===== config.mk =====
export PLATFORM = sky130hd
export DESIGN_NAME = bbspi_shifter
export DESIGN_NICKNAME = d
export VERILOG_FILES = /design/src/design/bbspi_pkg.sv /design/src/design/bbspi_shifter.sv
export SDC_FILE = /design/constraint.sdc
export NUM_CORES = 1
export LEC_CHECK = 0
export BUFFER_PORTS_ARGS = -buffer_cell sky130_fd_sc_hd__buf_2
export CAP_MARGIN = 20
export CORE_MARGIN = 2
export CORE_UTILIZATION = 45
export DETAILED_ROUTE_END_ITERATION = 10
export GPL_TIMING_DRIVEN = 0
export SYNTH_ARGS = -nofsm -noshare
export SYNTH_HDL_FRONTEND = slang
export SYNTH_HIERARCHICAL = 1
export SYNTH_SLANG_ARGS = --single-unit

===== constraint.sdc =====
create_clock -name i_ref_clk -period 11 [get_ports i_ref_clk]
set_input_delay 0.55 -clock i_ref_clk [delete_from_list [all_inputs] [get_ports i_ref_clk]]
set_output_delay 0.55 -clock i_ref_clk [all_outputs]
set_load 0.05 [all_outputs]

===== src/design/bbspi_pkg.sv =====
// Shared constants and types of the bit-bang serial shifter.
package bbspi_pkg;

  // ---------------------------------------------------------------
  // Data path and timing
  // ---------------------------------------------------------------
  localparam int unsigned BBSPI_DATA_W     = 8;
  localparam int unsigned BBSPI_CNT_W      = 4;
  localparam logic [3:0]  BBSPI_FULL_COUNT = 4'h8;
  localparam logic [7:0]  BBSPI_TOP_BIT_WEIGHT = 8'h80;
  localparam int unsigned BBSPI_CLK_HZ     = 10_000_000;
  localparam int unsigned BBSPI_PULSE_US   = 10;
  localparam int unsigned BBSPI_TIMER_W    = 16;
  localparam int unsigned BBSPI_FIFO_DEPTH = 16;
  localparam int unsigned BBSPI_CMD_W      = 16;

  // ---------------------------------------------------------------
  // Register map
  // ---------------------------------------------------------------
  localparam int unsigned BBSPI_AXI_AW  = 8;
  localparam logic [7:0]  BBSPI_OFS_CMD    = 8'h00;
  localparam logic [7:0]  BBSPI_OFS_RXDATA = 8'h04;
  localparam logic [7:0]  BBSPI_OFS_STATUS = 8'h08;
  localparam logic [1:0]  BBSPI_RESP_OKAY   = 2'h0;
  localparam logic [1:0]  BBSPI_RESP_SLVERR = 2'h2;

  // Command word fields.
  localparam int unsigned BBSPI_CMD_DATA_LSB = 0;
  localparam int unsigned BBSPI_CMD_BITS_LSB = 8;
  localparam int unsigned BBSPI_CMD_MODE_LSB = 12;
  localparam int unsigned BBSPI_CMD_RX_BIT   = 15;

  // Status bits.
  localparam int unsigned BBSPI_STAT_BUSY     = 0;
  localparam int unsigned BBSPI_STAT_RX_VALID = 1;
  localparam int unsigned BBSPI_STAT_FULL     = 2;
  localparam int unsigned BBSPI_STAT_EMPTY    = 3;

  // ---------------------------------------------------------------
  // Mode codes and their bit meanings
  // ---------------------------------------------------------------
  localparam int unsigned BBSPI_RX_LSB_BIT    = 0;
  localparam int unsigned BBSPI_RX_LATE_BIT   = 1;
  localparam int unsigned BBSPI_IDLE_HIGH_BIT = 2;
  localparam int unsigned BBSPI_TX_MSB_BIT    = 0;
  localparam logic [2:0] msb_early_sample_low_idle  = 3'h0;
  localparam logic [2:0] lsb_early_sample_low_idle  = 3'h1;
  localparam logic [2:0] msb_late_sample_low_idle   = 3'h2;
  localparam logic [2:0] lsb_late_sample_low_idle   = 3'h3;
  localparam logic [2:0] msb_early_sample_high_idle = 3'h4;
  localparam logic [2:0] lsb_early_sample_high_idle = 3'h5;
  localparam logic [2:0] msb_late_sample_high_idle  = 3'h6;
  localparam logic [2:0] lsb_late_sample_high_idle  = 3'h7;
  localparam logic [2:0] lsb_out_low_idle  = 3'h0;
  localparam logic [2:0] msb_out_low_idle  = 3'h1;
  localparam logic [2:0] lsb_out_high_idle = 3'h4;
  localparam logic [2:0] msb_out_high_idle = 3'h5;

  // Phases of one bit.
  typedef enum logic [1:0] {
    BBSPI_IDLE,
    BBSPI_SETUP,
    BBSPI_PULSE,
    BBSPI_HOLD
  } bbspi_phase_t;

endpackage : bbspi_pkg


===== src/design/bbspi_shifter.sv =====
// Bit-bang serial shifter with command FIFO and AXI4-Lite register slave.
`timescale 1ns/10ps

// ---------------------------------------------------------------
// Command FIFO
// ---------------------------------------------------------------
module bbspi_fifo #(
  parameter int unsigned WIDTH = 16,
  parameter int unsigned DEPTH = 16
) (
  // Clock and reset.
  input  wire logic             i_ref_clk,
  input  wire logic             i_reset,
  // Filling side.
  input  wire logic             i_in_valid,
  input  wire logic [WIDTH-1:0] i_in_data,
  output logic                  o_in_ready,
  // Draining side.
  output logic                  o_out_valid,
  output logic [WIDTH-1:0]      o_out_data,
  input  wire logic             i_out_ready
);
  localparam int unsigned AW = (DEPTH > 1) ? $clog2(DEPTH) : 1;

  typedef struct packed {
    logic [DEPTH-1:0][WIDTH-1:0] mem;
    logic [AW-1:0]               wr_ptr;
    logic [AW-1:0]               rd_ptr;
    logic [AW:0]                 count;
  } bbspi_fifo_state_t;

  bbspi_fifo_state_t fifo_reg;
  bbspi_fifo_state_t fifo_next;
  logic              push;
  logic              pop;

  // Full and empty come straight from the stored count.
  assign o_in_ready  = (fifo_reg.count != (AW+1)'(DEPTH));
  assign o_out_valid = (fifo_reg.count != '0);
  assign o_out_data  = fifo_reg.mem[fifo_reg.rd_ptr];

  // Pointer and count update for one push and one pop per cycle.
  always_comb begin
    fifo_next = fifo_reg;
    push      = i_in_valid && o_in_ready;
    pop       = i_out_ready && o_out_valid;
    if (push) begin
      fifo_next.mem[fifo_reg.wr_ptr] = i_in_data;
      if (fifo_reg.wr_ptr == AW'(DEPTH - 1)) begin
        fifo_next.wr_ptr = '0;
      end else begin
        fifo_next.wr_ptr = fifo_reg.wr_ptr + 1'b1;
      end
    end
    if (pop) begin
      if (fifo_reg.rd_ptr == AW'(DEPTH - 1)) begin
        fifo_next.rd_ptr = '0;
      end else begin
        fifo_next.rd_ptr = fifo_reg.rd_ptr + 1'b1;
      end
    end
    if (push && !pop) begin
      fifo_next.count = fifo_reg.count + 1'b1;
    end else if (pop && !push) begin
      fifo_next.count = fifo_reg.count - 1'b1;
    end
  end

  // State register.
  always_ff @(posedge i_ref_clk or posedge i_reset) begin
    if (i_reset) begin
      fifo_reg <= '0;
    end else begin
      fifo_reg <= fifo_next;
    end
  end

endmodule : bbspi_fifo

// ---------------------------------------------------------------
// Shifter top level
// ---------------------------------------------------------------
module bbspi_shifter
  import bbspi_pkg::*;
#(
  parameter int unsigned CLK_HZ     = BBSPI_CLK_HZ,
  parameter int unsigned FIFO_DEPTH = BBSPI_FIFO_DEPTH
) (
  // Clock and reset.
  input  wire logic                    i_ref_clk,
  input  wire logic                    i_reset,
  // AXI4-Lite write address and data.
  input  wire logic                    i_s_axi_awvalid,
  output logic                         o_s_axi_awready,
  input  wire logic [BBSPI_AXI_AW-1:0] i_s_axi_awaddr,
  input  wire logic                    i_s_axi_wvalid,
  output logic                         o_s_axi_wready,
  input  wire logic [31:0]             i_s_axi_wdata,
  input  wire logic [3:0]              i_s_axi_wstrb,
  // AXI4-Lite write response.
  output logic                         o_s_axi_bvalid,
  input  wire logic                    i_s_axi_bready,
  output logic [1:0]                   o_s_axi_bresp,
  // AXI4-Lite read.
  input  wire logic                    i_s_axi_arvalid,
  output logic                         o_s_axi_arready,
  input  wire logic [BBSPI_AXI_AW-1:0] i_s_axi_araddr,
  output logic                         o_s_axi_rvalid,
  input  wire logic                    i_s_axi_rready,
  output logic [31:0]                  o_s_axi_rdata,
  output logic [1:0]                   o_s_axi_rresp,
  // Serial pins.
  output logic                         o_sclk,
  input  wire logic                    i_sdata,
  output logic                         o_sdata,
  output logic                         o_sdata_oe
);

  // ---------------------------------------------------------------
  // Timing
  // ---------------------------------------------------------------
  // Pulse length in cycles follows the clock rate, rounded up.
  localparam longint unsigned PULSE_CYC =
    (longint'(BBSPI_PULSE_US) * longint'(CLK_HZ) + 64'd999_999) / 64'd1_000_000;
  localparam logic [BBSPI_TIMER_W-1:0] TIMER_LOAD =
    (PULSE_CYC > 1) ? BBSPI_TIMER_W'(PULSE_CYC - 1) : '0;

  // ---------------------------------------------------------------
  // State
  // ---------------------------------------------------------------
  typedef struct packed {
    logic                     awready;
    logic [BBSPI_AXI_AW-1:0]  aw_addr;
    logic                     wready;
    logic [31:0]              w_data;
    logic [3:0]               w_strb;
    logic                     bvalid;
    logic [1:0]               bresp;
    logic                     arready;
    logic                     rvalid;
    logic [31:0]              rdata;
    logic [1:0]               rresp;
    bbspi_phase_t             phase;
    logic [BBSPI_TIMER_W-1:0] timer;
    logic [BBSPI_CNT_W-1:0]   bits_left;
    logic                     is_rx;
    logic [2:0]               mode;
    logic [BBSPI_DATA_W-1:0]  shreg;
    logic                     sclk;
    logic                     sdata;
    logic                     sdata_oe;
    logic [BBSPI_DATA_W-1:0]  rx_data;
    logic                     rx_valid;
    logic [1:0]               sync;
  } bbspi_state_t;

  bbspi_state_t               st_reg;
  bbspi_state_t               st_next;
  logic                       fifo_push;
  logic                       fifo_in_ready;
  logic                       fifo_out_valid;
  logic [BBSPI_CMD_W-1:0]     fifo_out_data;
  logic                       fifo_pop_ready;

  // ---------------------------------------------------------------
  // Helpers
  // ---------------------------------------------------------------
  // Picks the next outgoing bit for the given transmit mode.
  function automatic logic tx_bit(input logic [BBSPI_DATA_W-1:0] v, input logic [2:0] m);
    if (m[BBSPI_TX_MSB_BIT]) begin
      tx_bit = |(v & BBSPI_TOP_BIT_WEIGHT);
    end else begin
      tx_bit = v[0];
    end
  endfunction : tx_bit

  // Moves one sampled bit into the receive register.
  function automatic logic [BBSPI_DATA_W-1:0] rx_shift(input logic [BBSPI_DATA_W-1:0] v,
                                                       input logic [2:0] m, input logic b);
    if (m[BBSPI_RX_LSB_BIT]) begin
      rx_shift = {b, v[BBSPI_DATA_W-1:1]};
    end else begin
      rx_shift = {v[BBSPI_DATA_W-2:0], b};
    end
  endfunction : rx_shift

  // Count of zero or above eight means a full byte.
  function automatic logic [BBSPI_CNT_W-1:0] bit_count(input logic [BBSPI_CNT_W-1:0] c);
    if (c == '0 || c > BBSPI_FULL_COUNT) begin
      bit_count = BBSPI_FULL_COUNT;
    end else begin
      bit_count = c;
    end
  endfunction : bit_count

  // ---------------------------------------------------------------
  // Command FIFO
  // ---------------------------------------------------------------
  // The engine drains one command whenever it is idle.
  assign fifo_pop_ready = (st_reg.phase == BBSPI_IDLE);

  bbspi_fifo #(
    .WIDTH (BBSPI_CMD_W),
    .DEPTH (FIFO_DEPTH)
  ) u_cmd_fifo (
    .i_ref_clk   (i_ref_clk),
    .i_reset     (i_reset),
    .i_in_valid  (fifo_push),
    .i_in_data   ({st_reg.w_strb[1] ? st_reg.w_data[15:8] : 8'h00,
                   st_reg.w_strb[0] ? st_reg.w_data[7:0] : 8'h00}),
    .o_in_ready  (fifo_in_ready),
    .o_out_valid (fifo_out_valid),
    .o_out_data  (fifo_out_data),
    .i_out_ready (fifo_pop_ready)
  );

  // ---------------------------------------------------------------
  // Next-state logic
  // ---------------------------------------------------------------
  // Bus slave, shift engine and status flags in one pass.
  always_comb begin
    logic                    rd_clear;
    logic                    rx_set;
    logic                    early;
    logic                    done;
    logic [BBSPI_DATA_W-1:0] sh;
    logic [2:0]              cmd_mode;
    rd_clear  = 1'b0;
    rx_set    = 1'b0;
    early     = 1'b0;
    done      = 1'b0;
    sh        = '0;
    cmd_mode  = '0;
    st_next   = st_reg;
    fifo_push = 1'b0;

    // Synchroniser for the incoming data line.
    st_next.sync = {st_reg.sync[0], i_sdata};

    // Write address and data are captured independently.
    if (st_reg.awready && i_s_axi_awvalid) begin
      st_next.awready = 1'b0;
      st_next.aw_addr = i_s_axi_awaddr;
    end
    if (st_reg.wready && i_s_axi_wvalid) begin
      st_next.wready = 1'b0;
      st_next.w_data = i_s_axi_wdata;
      st_next.w_strb = i_s_axi_wstrb;
    end

    // A full FIFO holds the write until a slot frees up.
    if (!st_reg.awready && !st_reg.wready && !st_reg.bvalid) begin
      if (st_reg.aw_addr[7:2] == BBSPI_OFS_CMD[7:2]) begin
        if (fifo_in_ready) begin
          fifo_push       = 1'b1;
          st_next.bvalid  = 1'b1;
          st_next.bresp   = BBSPI_RESP_OKAY;
          st_next.awready = 1'b1;
          st_next.wready  = 1'b1;
        end
      end else begin
        st_next.bvalid  = 1'b1;
        st_next.awready = 1'b1;
        st_next.wready  = 1'b1;
        if (st_reg.aw_addr[7:2] == BBSPI_OFS_RXDATA[7:2] ||
            st_reg.aw_addr[7:2] == BBSPI_OFS_STATUS[7:2]) begin
          st_next.bresp = BBSPI_RESP_OKAY;
        end else begin
          st_next.bresp = BBSPI_RESP_SLVERR;
        end
      end
    end
    if (st_reg.bvalid && i_s_axi_bready) begin
      st_next.bvalid = 1'b0;
    end

    // Read decode; reading the received byte clears its flag.
    if (st_reg.arready && i_s_axi_arvalid) begin
      st_next.arready = 1'b0;
      st_next.rvalid  = 1'b1;
      st_next.rresp   = BBSPI_RESP_OKAY;
      st_next.rdata   = '0;
      if (i_s_axi_araddr[7:2] == BBSPI_OFS_RXDATA[7:2]) begin
        st_next.rdata = {24'h000000, st_reg.rx_data};
        rd_clear      = 1'b1;
      end else if (i_s_axi_araddr[7:2] == BBSPI_OFS_STATUS[7:2]) begin
        st_next.rdata[BBSPI_STAT_BUSY]     = (st_reg.phase != BBSPI_IDLE);
        st_next.rdata[BBSPI_STAT_RX_VALID] = st_reg.rx_valid;
        st_next.rdata[BBSPI_STAT_FULL]     = !fifo_in_ready;
        st_next.rdata[BBSPI_STAT_EMPTY]    = !fifo_out_valid;
      end else if (i_s_axi_araddr[7:2] != BBSPI_OFS_CMD[7:2]) begin
        st_next.rresp = BBSPI_RESP_SLVERR;
      end
    end
    if (st_reg.rvalid && i_s_axi_rready) begin
      st_next.rvalid  = 1'b0;
      st_next.arready = 1'b1;
    end

    // Shift engine: setup, pulse and hold, each one pulse long.
    early = !st_reg.mode[BBSPI_RX_LATE_BIT];
    unique case (st_reg.phase)
      BBSPI_IDLE: begin
        if (fifo_out_valid) begin
          cmd_mode          = fifo_out_data[BBSPI_CMD_MODE_LSB +: 3];
          st_next.is_rx     = fifo_out_data[BBSPI_CMD_RX_BIT];
          st_next.mode      = cmd_mode;
          st_next.bits_left = bit_count(fifo_out_data[BBSPI_CMD_BITS_LSB +: BBSPI_CNT_W]);
          st_next.sclk      = cmd_mode[BBSPI_IDLE_HIGH_BIT];
          st_next.timer     = TIMER_LOAD;
          st_next.phase     = BBSPI_SETUP;
          if (fifo_out_data[BBSPI_CMD_RX_BIT]) begin
            st_next.shreg    = '0;
            st_next.sdata    = 1'b0;
            st_next.sdata_oe = 1'b0;
          end else begin
            st_next.shreg    = fifo_out_data[BBSPI_CMD_DATA_LSB +: BBSPI_DATA_W];
            st_next.sdata    = tx_bit(fifo_out_data[BBSPI_CMD_DATA_LSB +: BBSPI_DATA_W], cmd_mode);
            st_next.sdata_oe = 1'b1;
          end
        end
      end
      BBSPI_SETUP: begin
        if (st_reg.timer != '0) begin
          st_next.timer = st_reg.timer - 1'b1;
        end else begin
          if (st_reg.is_rx && early) begin
            st_next.shreg = rx_shift(st_reg.shreg, st_reg.mode, st_reg.sync[1]);
          end
          st_next.sclk  = !st_reg.mode[BBSPI_IDLE_HIGH_BIT];
          st_next.timer = TIMER_LOAD;
          st_next.phase = BBSPI_PULSE;
        end
      end
      BBSPI_PULSE: begin
        if (st_reg.timer != '0) begin
          st_next.timer = st_reg.timer - 1'b1;
        end else begin
          st_next.sclk  = st_reg.mode[BBSPI_IDLE_HIGH_BIT];
          st_next.timer = TIMER_LOAD;
          st_next.phase = BBSPI_HOLD;
        end
      end
      BBSPI_HOLD: begin
        if (st_reg.timer != '0) begin
          st_next.timer = st_reg.timer - 1'b1;
        end else begin
          done = (st_reg.bits_left == 4'h1);
          if (st_reg.is_rx) begin
            sh = early ? st_reg.shreg : rx_shift(st_reg.shreg, st_reg.mode, st_reg.sync[1]);
          end else if (st_reg.mode[BBSPI_TX_MSB_BIT]) begin
            sh = {st_reg.shreg[BBSPI_DATA_W-2:0], 1'b0};
          end else begin
            sh = {1'b0, st_reg.shreg[BBSPI_DATA_W-1:1]};
          end
          st_next.shreg     = sh;
          st_next.bits_left = st_reg.bits_left - 1'b1;
          st_next.timer     = TIMER_LOAD;
          if (done) begin
            st_next.phase    = BBSPI_IDLE;
            st_next.sdata    = 1'b0;
            st_next.sdata_oe = 1'b1;
            if (st_reg.is_rx) begin
              st_next.rx_data = sh;
              rx_set          = 1'b1;
            end
          end else begin
            st_next.phase = BBSPI_SETUP;
            if (!st_reg.is_rx) begin
              st_next.sdata = tx_bit(sh, st_reg.mode);
            end
          end
        end
      end
    endcase

    // A new byte wins over a clear in the same cycle.
    st_next.rx_valid = rx_set || (st_reg.rx_valid && !rd_clear);
  end

  // ---------------------------------------------------------------
  // State register
  // ---------------------------------------------------------------
  // Reset leaves both serial lines low and the bus ready.
  always_ff @(posedge i_ref_clk or posedge i_reset) begin
    if (i_reset) begin
      st_reg          <= '0;
      st_reg.awready  <= 1'b1;
      st_reg.wready   <= 1'b1;
      st_reg.arready  <= 1'b1;
      st_reg.sdata_oe <= 1'b1;
      st_reg.phase    <= BBSPI_IDLE;
    end else begin
      st_reg <= st_next;
    end
  end

  // ---------------------------------------------------------------
  // Outputs
  // ---------------------------------------------------------------
  // Every output is a stored bit of the state.
  assign o_s_axi_awready = st_reg.awready;
  assign o_s_axi_wready  = st_reg.wready;
  assign o_s_axi_bvalid  = st_reg.bvalid;
  assign o_s_axi_bresp   = st_reg.bresp;
  assign o_s_axi_arready = st_reg.arready;
  assign o_s_axi_rvalid  = st_reg.rvalid;
  assign o_s_axi_rdata   = st_reg.rdata;
  assign o_s_axi_rresp   = st_reg.rresp;
  assign o_sclk          = st_reg.sclk;
  assign o_sdata         = st_reg.sdata;
  assign o_sdata_oe      = st_reg.sdata_oe;

endmodule : bbspi_shifter


==> flow_summary.toml <==
[place]
routabilityCongestion = 0.8359
io_buffers = 55
hpwlAfterDp_um = 28060

[synth]
ys_seq_elements = 356
synth_enable_flop_cells = 0
yosysWarnings = 6
synth_area_leaders = "dfrtp_1 (49%), mux2_2 (12%), mux2_4 (9.4%)"
synth.avg_cell_area_um2 = 13.89
syn-cell-area_mm2 = 0.01781
netlist_instances = 1283
post-synth-top-area-fraction_pct = 49.45
synth_cell_types = 64
async_reset_ff_share_pct = 100.0
synthFlopType = "dfrtp_1"
synth_area_leader_cell = "dfrtp_1"
seq_area_frac_synth_pct = 50.04

[cts]
clock_sinks = 356
clockBufferDepth = 3
cts_buffers = 40
cts.clk_slew.worst_paths_ns = 0.06
postCtsSetupBuffers = 0
cts_tree = "yes"
postCtsHoldBufs = 1
clock_latency_ns = 0.55
cts-root-buf = "clkbuf_16"
ctsResizeCount = 0
htree_levels = 2

[power_and_ir_drop]
vdd_drop_max_mv = 0.1455
power.total_mw = 4.542
p_per_area_mw_per_mm2 = 224.2
p_leak_nw = 9.803

[worst_setup_path]
cp_num_cells = 9
cp.arrival_ns = 4.36
slowest_delay_ns = 0.74
cp_top_family = "compound AO/OA/AOI/OAI gates"
required_ns = 11.41
crit_fanout = 10
path_buf_inv = 2
path_class = "reg -> reg"
slowest_stage = "o21ai_0"
cp-start-kind = "flop"
r2r_cells = 9
worstSetupEndpointType = "flop"
path_cells = "buf_2, clkbuf_1, mux4_2, mux2i_1, o21ai_0, nor3_1, a222oi_1, o21ai_0, mux2_1"
crit_path_frequent_cell = "o21ai_0"

[timing]
fin_crit_ns = 3.955
finClkSkew_ns = 0.02715
relSlewSlack_pct = 36.83
finalSetupViolations = 0
rsz0062_at_grt = "false"
fin_crit_sh_pct = 35.95
timing.fmax_mhz = 252.9
tightest_slew_ns = 0.9404
finalHoldViolCount = 0
setup_tns_ns = 0
slew_violations = 0

[grt]
grt_pass1_wl_um = 64970
grt_usage_pct = 20.13
grt_max_degree = 132
grt_overflow = 0
grt_pass1_vias = 11320
antenna_found_initial = 1

[final_layout]
seq_area_mm2 = 0.008914
layout_common_cells = "dfrtp_1 (352), mux2_2 (183), mux2_4 (111)"
largest_reg_flops = 269
syn2layout_area_growth_pct = 13.70
multi_input_area_mm2 = 0.008155
layout-drive-gt1-share_pct = 39.67
finalNetCount = 1488
nFillCells = 3289
layout_commonest_cell = "dfrtp_1"

[flow_run]
drv_cap = 0

[drt]
firstDrtPassIters = 6
viasPerCell = 5.534
antenna_left = 0
wirelength_um = 40480
wire_per_inst_um = 20.69
drt_iter0_drc = 656
drc_errors = 0
vias = 10820

[floorplanning]
initial_utilization_pct = 45.88
io_pins = 104
core_area_mm2 = 0.03883
die_h_um = 203.0
die_x_um = 203.0
num_rows = 72
die_area_mm2 = 0.04119

[min_path]
min_path_type = "in -> reg"
whs_path_depth = 1

[run_status]
status = "finished clean"
## report_power, final
| part | switching (mW) | total, mW | internal [mW] |
|---|---|---|---|
| registers | 0.133 | 1.61 | 1.47 |
| logic | 1.01 | 1.60 | 0.582 |
| clock network | 0.538 | 1.34 | 0.801 |
## per-layer routing
layer  global-route usage, %  up-vias  wire length, um
li1                        -     4937                -
met1                   27.98     5638            18310
met2                   32.82      204            19590
met3                   3.596       45             1783
met4                   5.031        0              786
met5                       0        -                0
## cells in the mapped netlist, types with 3 or more instances
cell      instances
dfstp_2           4
buf_2            18
nand3_2           4
a22o_1            6
xor2_1            3
buf_6            15
o21ai_0          61
nor4_1            5
buf_4            37
nand2_1          49
nor2_1           25
o21ai_1           7
mux2_2          183
inv_1            28
or4_1             7
dfrtp_1         352
mux2_1            4
mux2i_1          63
o31ai_1           4
mux2_4          111
mux4_2           49
a22oi_1          20
a31oi_1           4
or3_1             5
nor2b_1           5
a21oi_1          19
clkbuf_1         42
nor3_1           17
a222oi_1          6
o211ai_1          6
xnor2_1           5
o221a_2           4
nand3_4          12
a21o_1            4
a221oi_1          4
and2_1           18
nand2b_1          9
ha_1             17
a32oi_1          16
buf_1             4
## worst paths after layout
path | from | to | slack [ns]
worst max-delay path | u_cmd_fifo/fifo_reg[6]$_DFFE_PP0P_ | st_reg[20]$_DFFE_PP0P_ | 7.05
worst min-delay path | i_sdata | st_next[1]$_DFF_PP0_ | 0.11
worst max register to register | u_cmd_fifo/fifo_reg[6]$_DFFE_PP0P_ | st_reg[20]$_DFFE_PP0P_ | 7.05
worst min register to register | st_next[1]$_DFF_PP0_ | st_reg[1]$_DFF_PP0_ | 0.36
max in group asynchronous | i_reset | u_cmd_fifo/fifo_reg[184]$_DFFE_PP0P_ | 9.54
min in group asynchronous | i_reset | u_cmd_fifo/fifo_reg[223]$_DFFE_PP0P_ | 0.54
## metrics by stage
step           util (%)  hold WS [ns]  instance area [um2]  std cells  setup WS (ns)
2_1_floorplan         -        0.3312                17910       1308          3.040
6_report          52.17        0.1102                20260       1956          7.045
4_1_cts           52.16       0.09237                20250       1955          7.197
3_5_place_dp      48.77        0.3403                18930       1885          7.194
3_3_place_gp      48.50        0.3480                18830       1881      -0.004248
5_1_grt           52.16        0.1075                20250       1955          6.866
## cell type report
class                   instances  area share (%)
inverters                      28          0.5683
well taps                     518           3.200
clock inverters                13          0.7721
multi-input cells             806           40.26
diodes                          1         0.01235
flip-flops and latches        356           44.01
plain buffers                 118           3.626
repair buffers                 60           1.865
clock buffers                  56           5.689
## logic make-up after synthesis
family	after synthesis	share of synthesized area [%]
buffers and inverters	146	4.713
AOI/OAI and AO/OA	176	6.728
xor gates and xnor gates	8	0.3933
DFF	356	50.04
other	1	0.02105
adders and majority gates	18	1.306
and+or+nand+nor	168	5.893
muxes	410	30.91
Note: power is estimated with default switching activity, not from simulation.
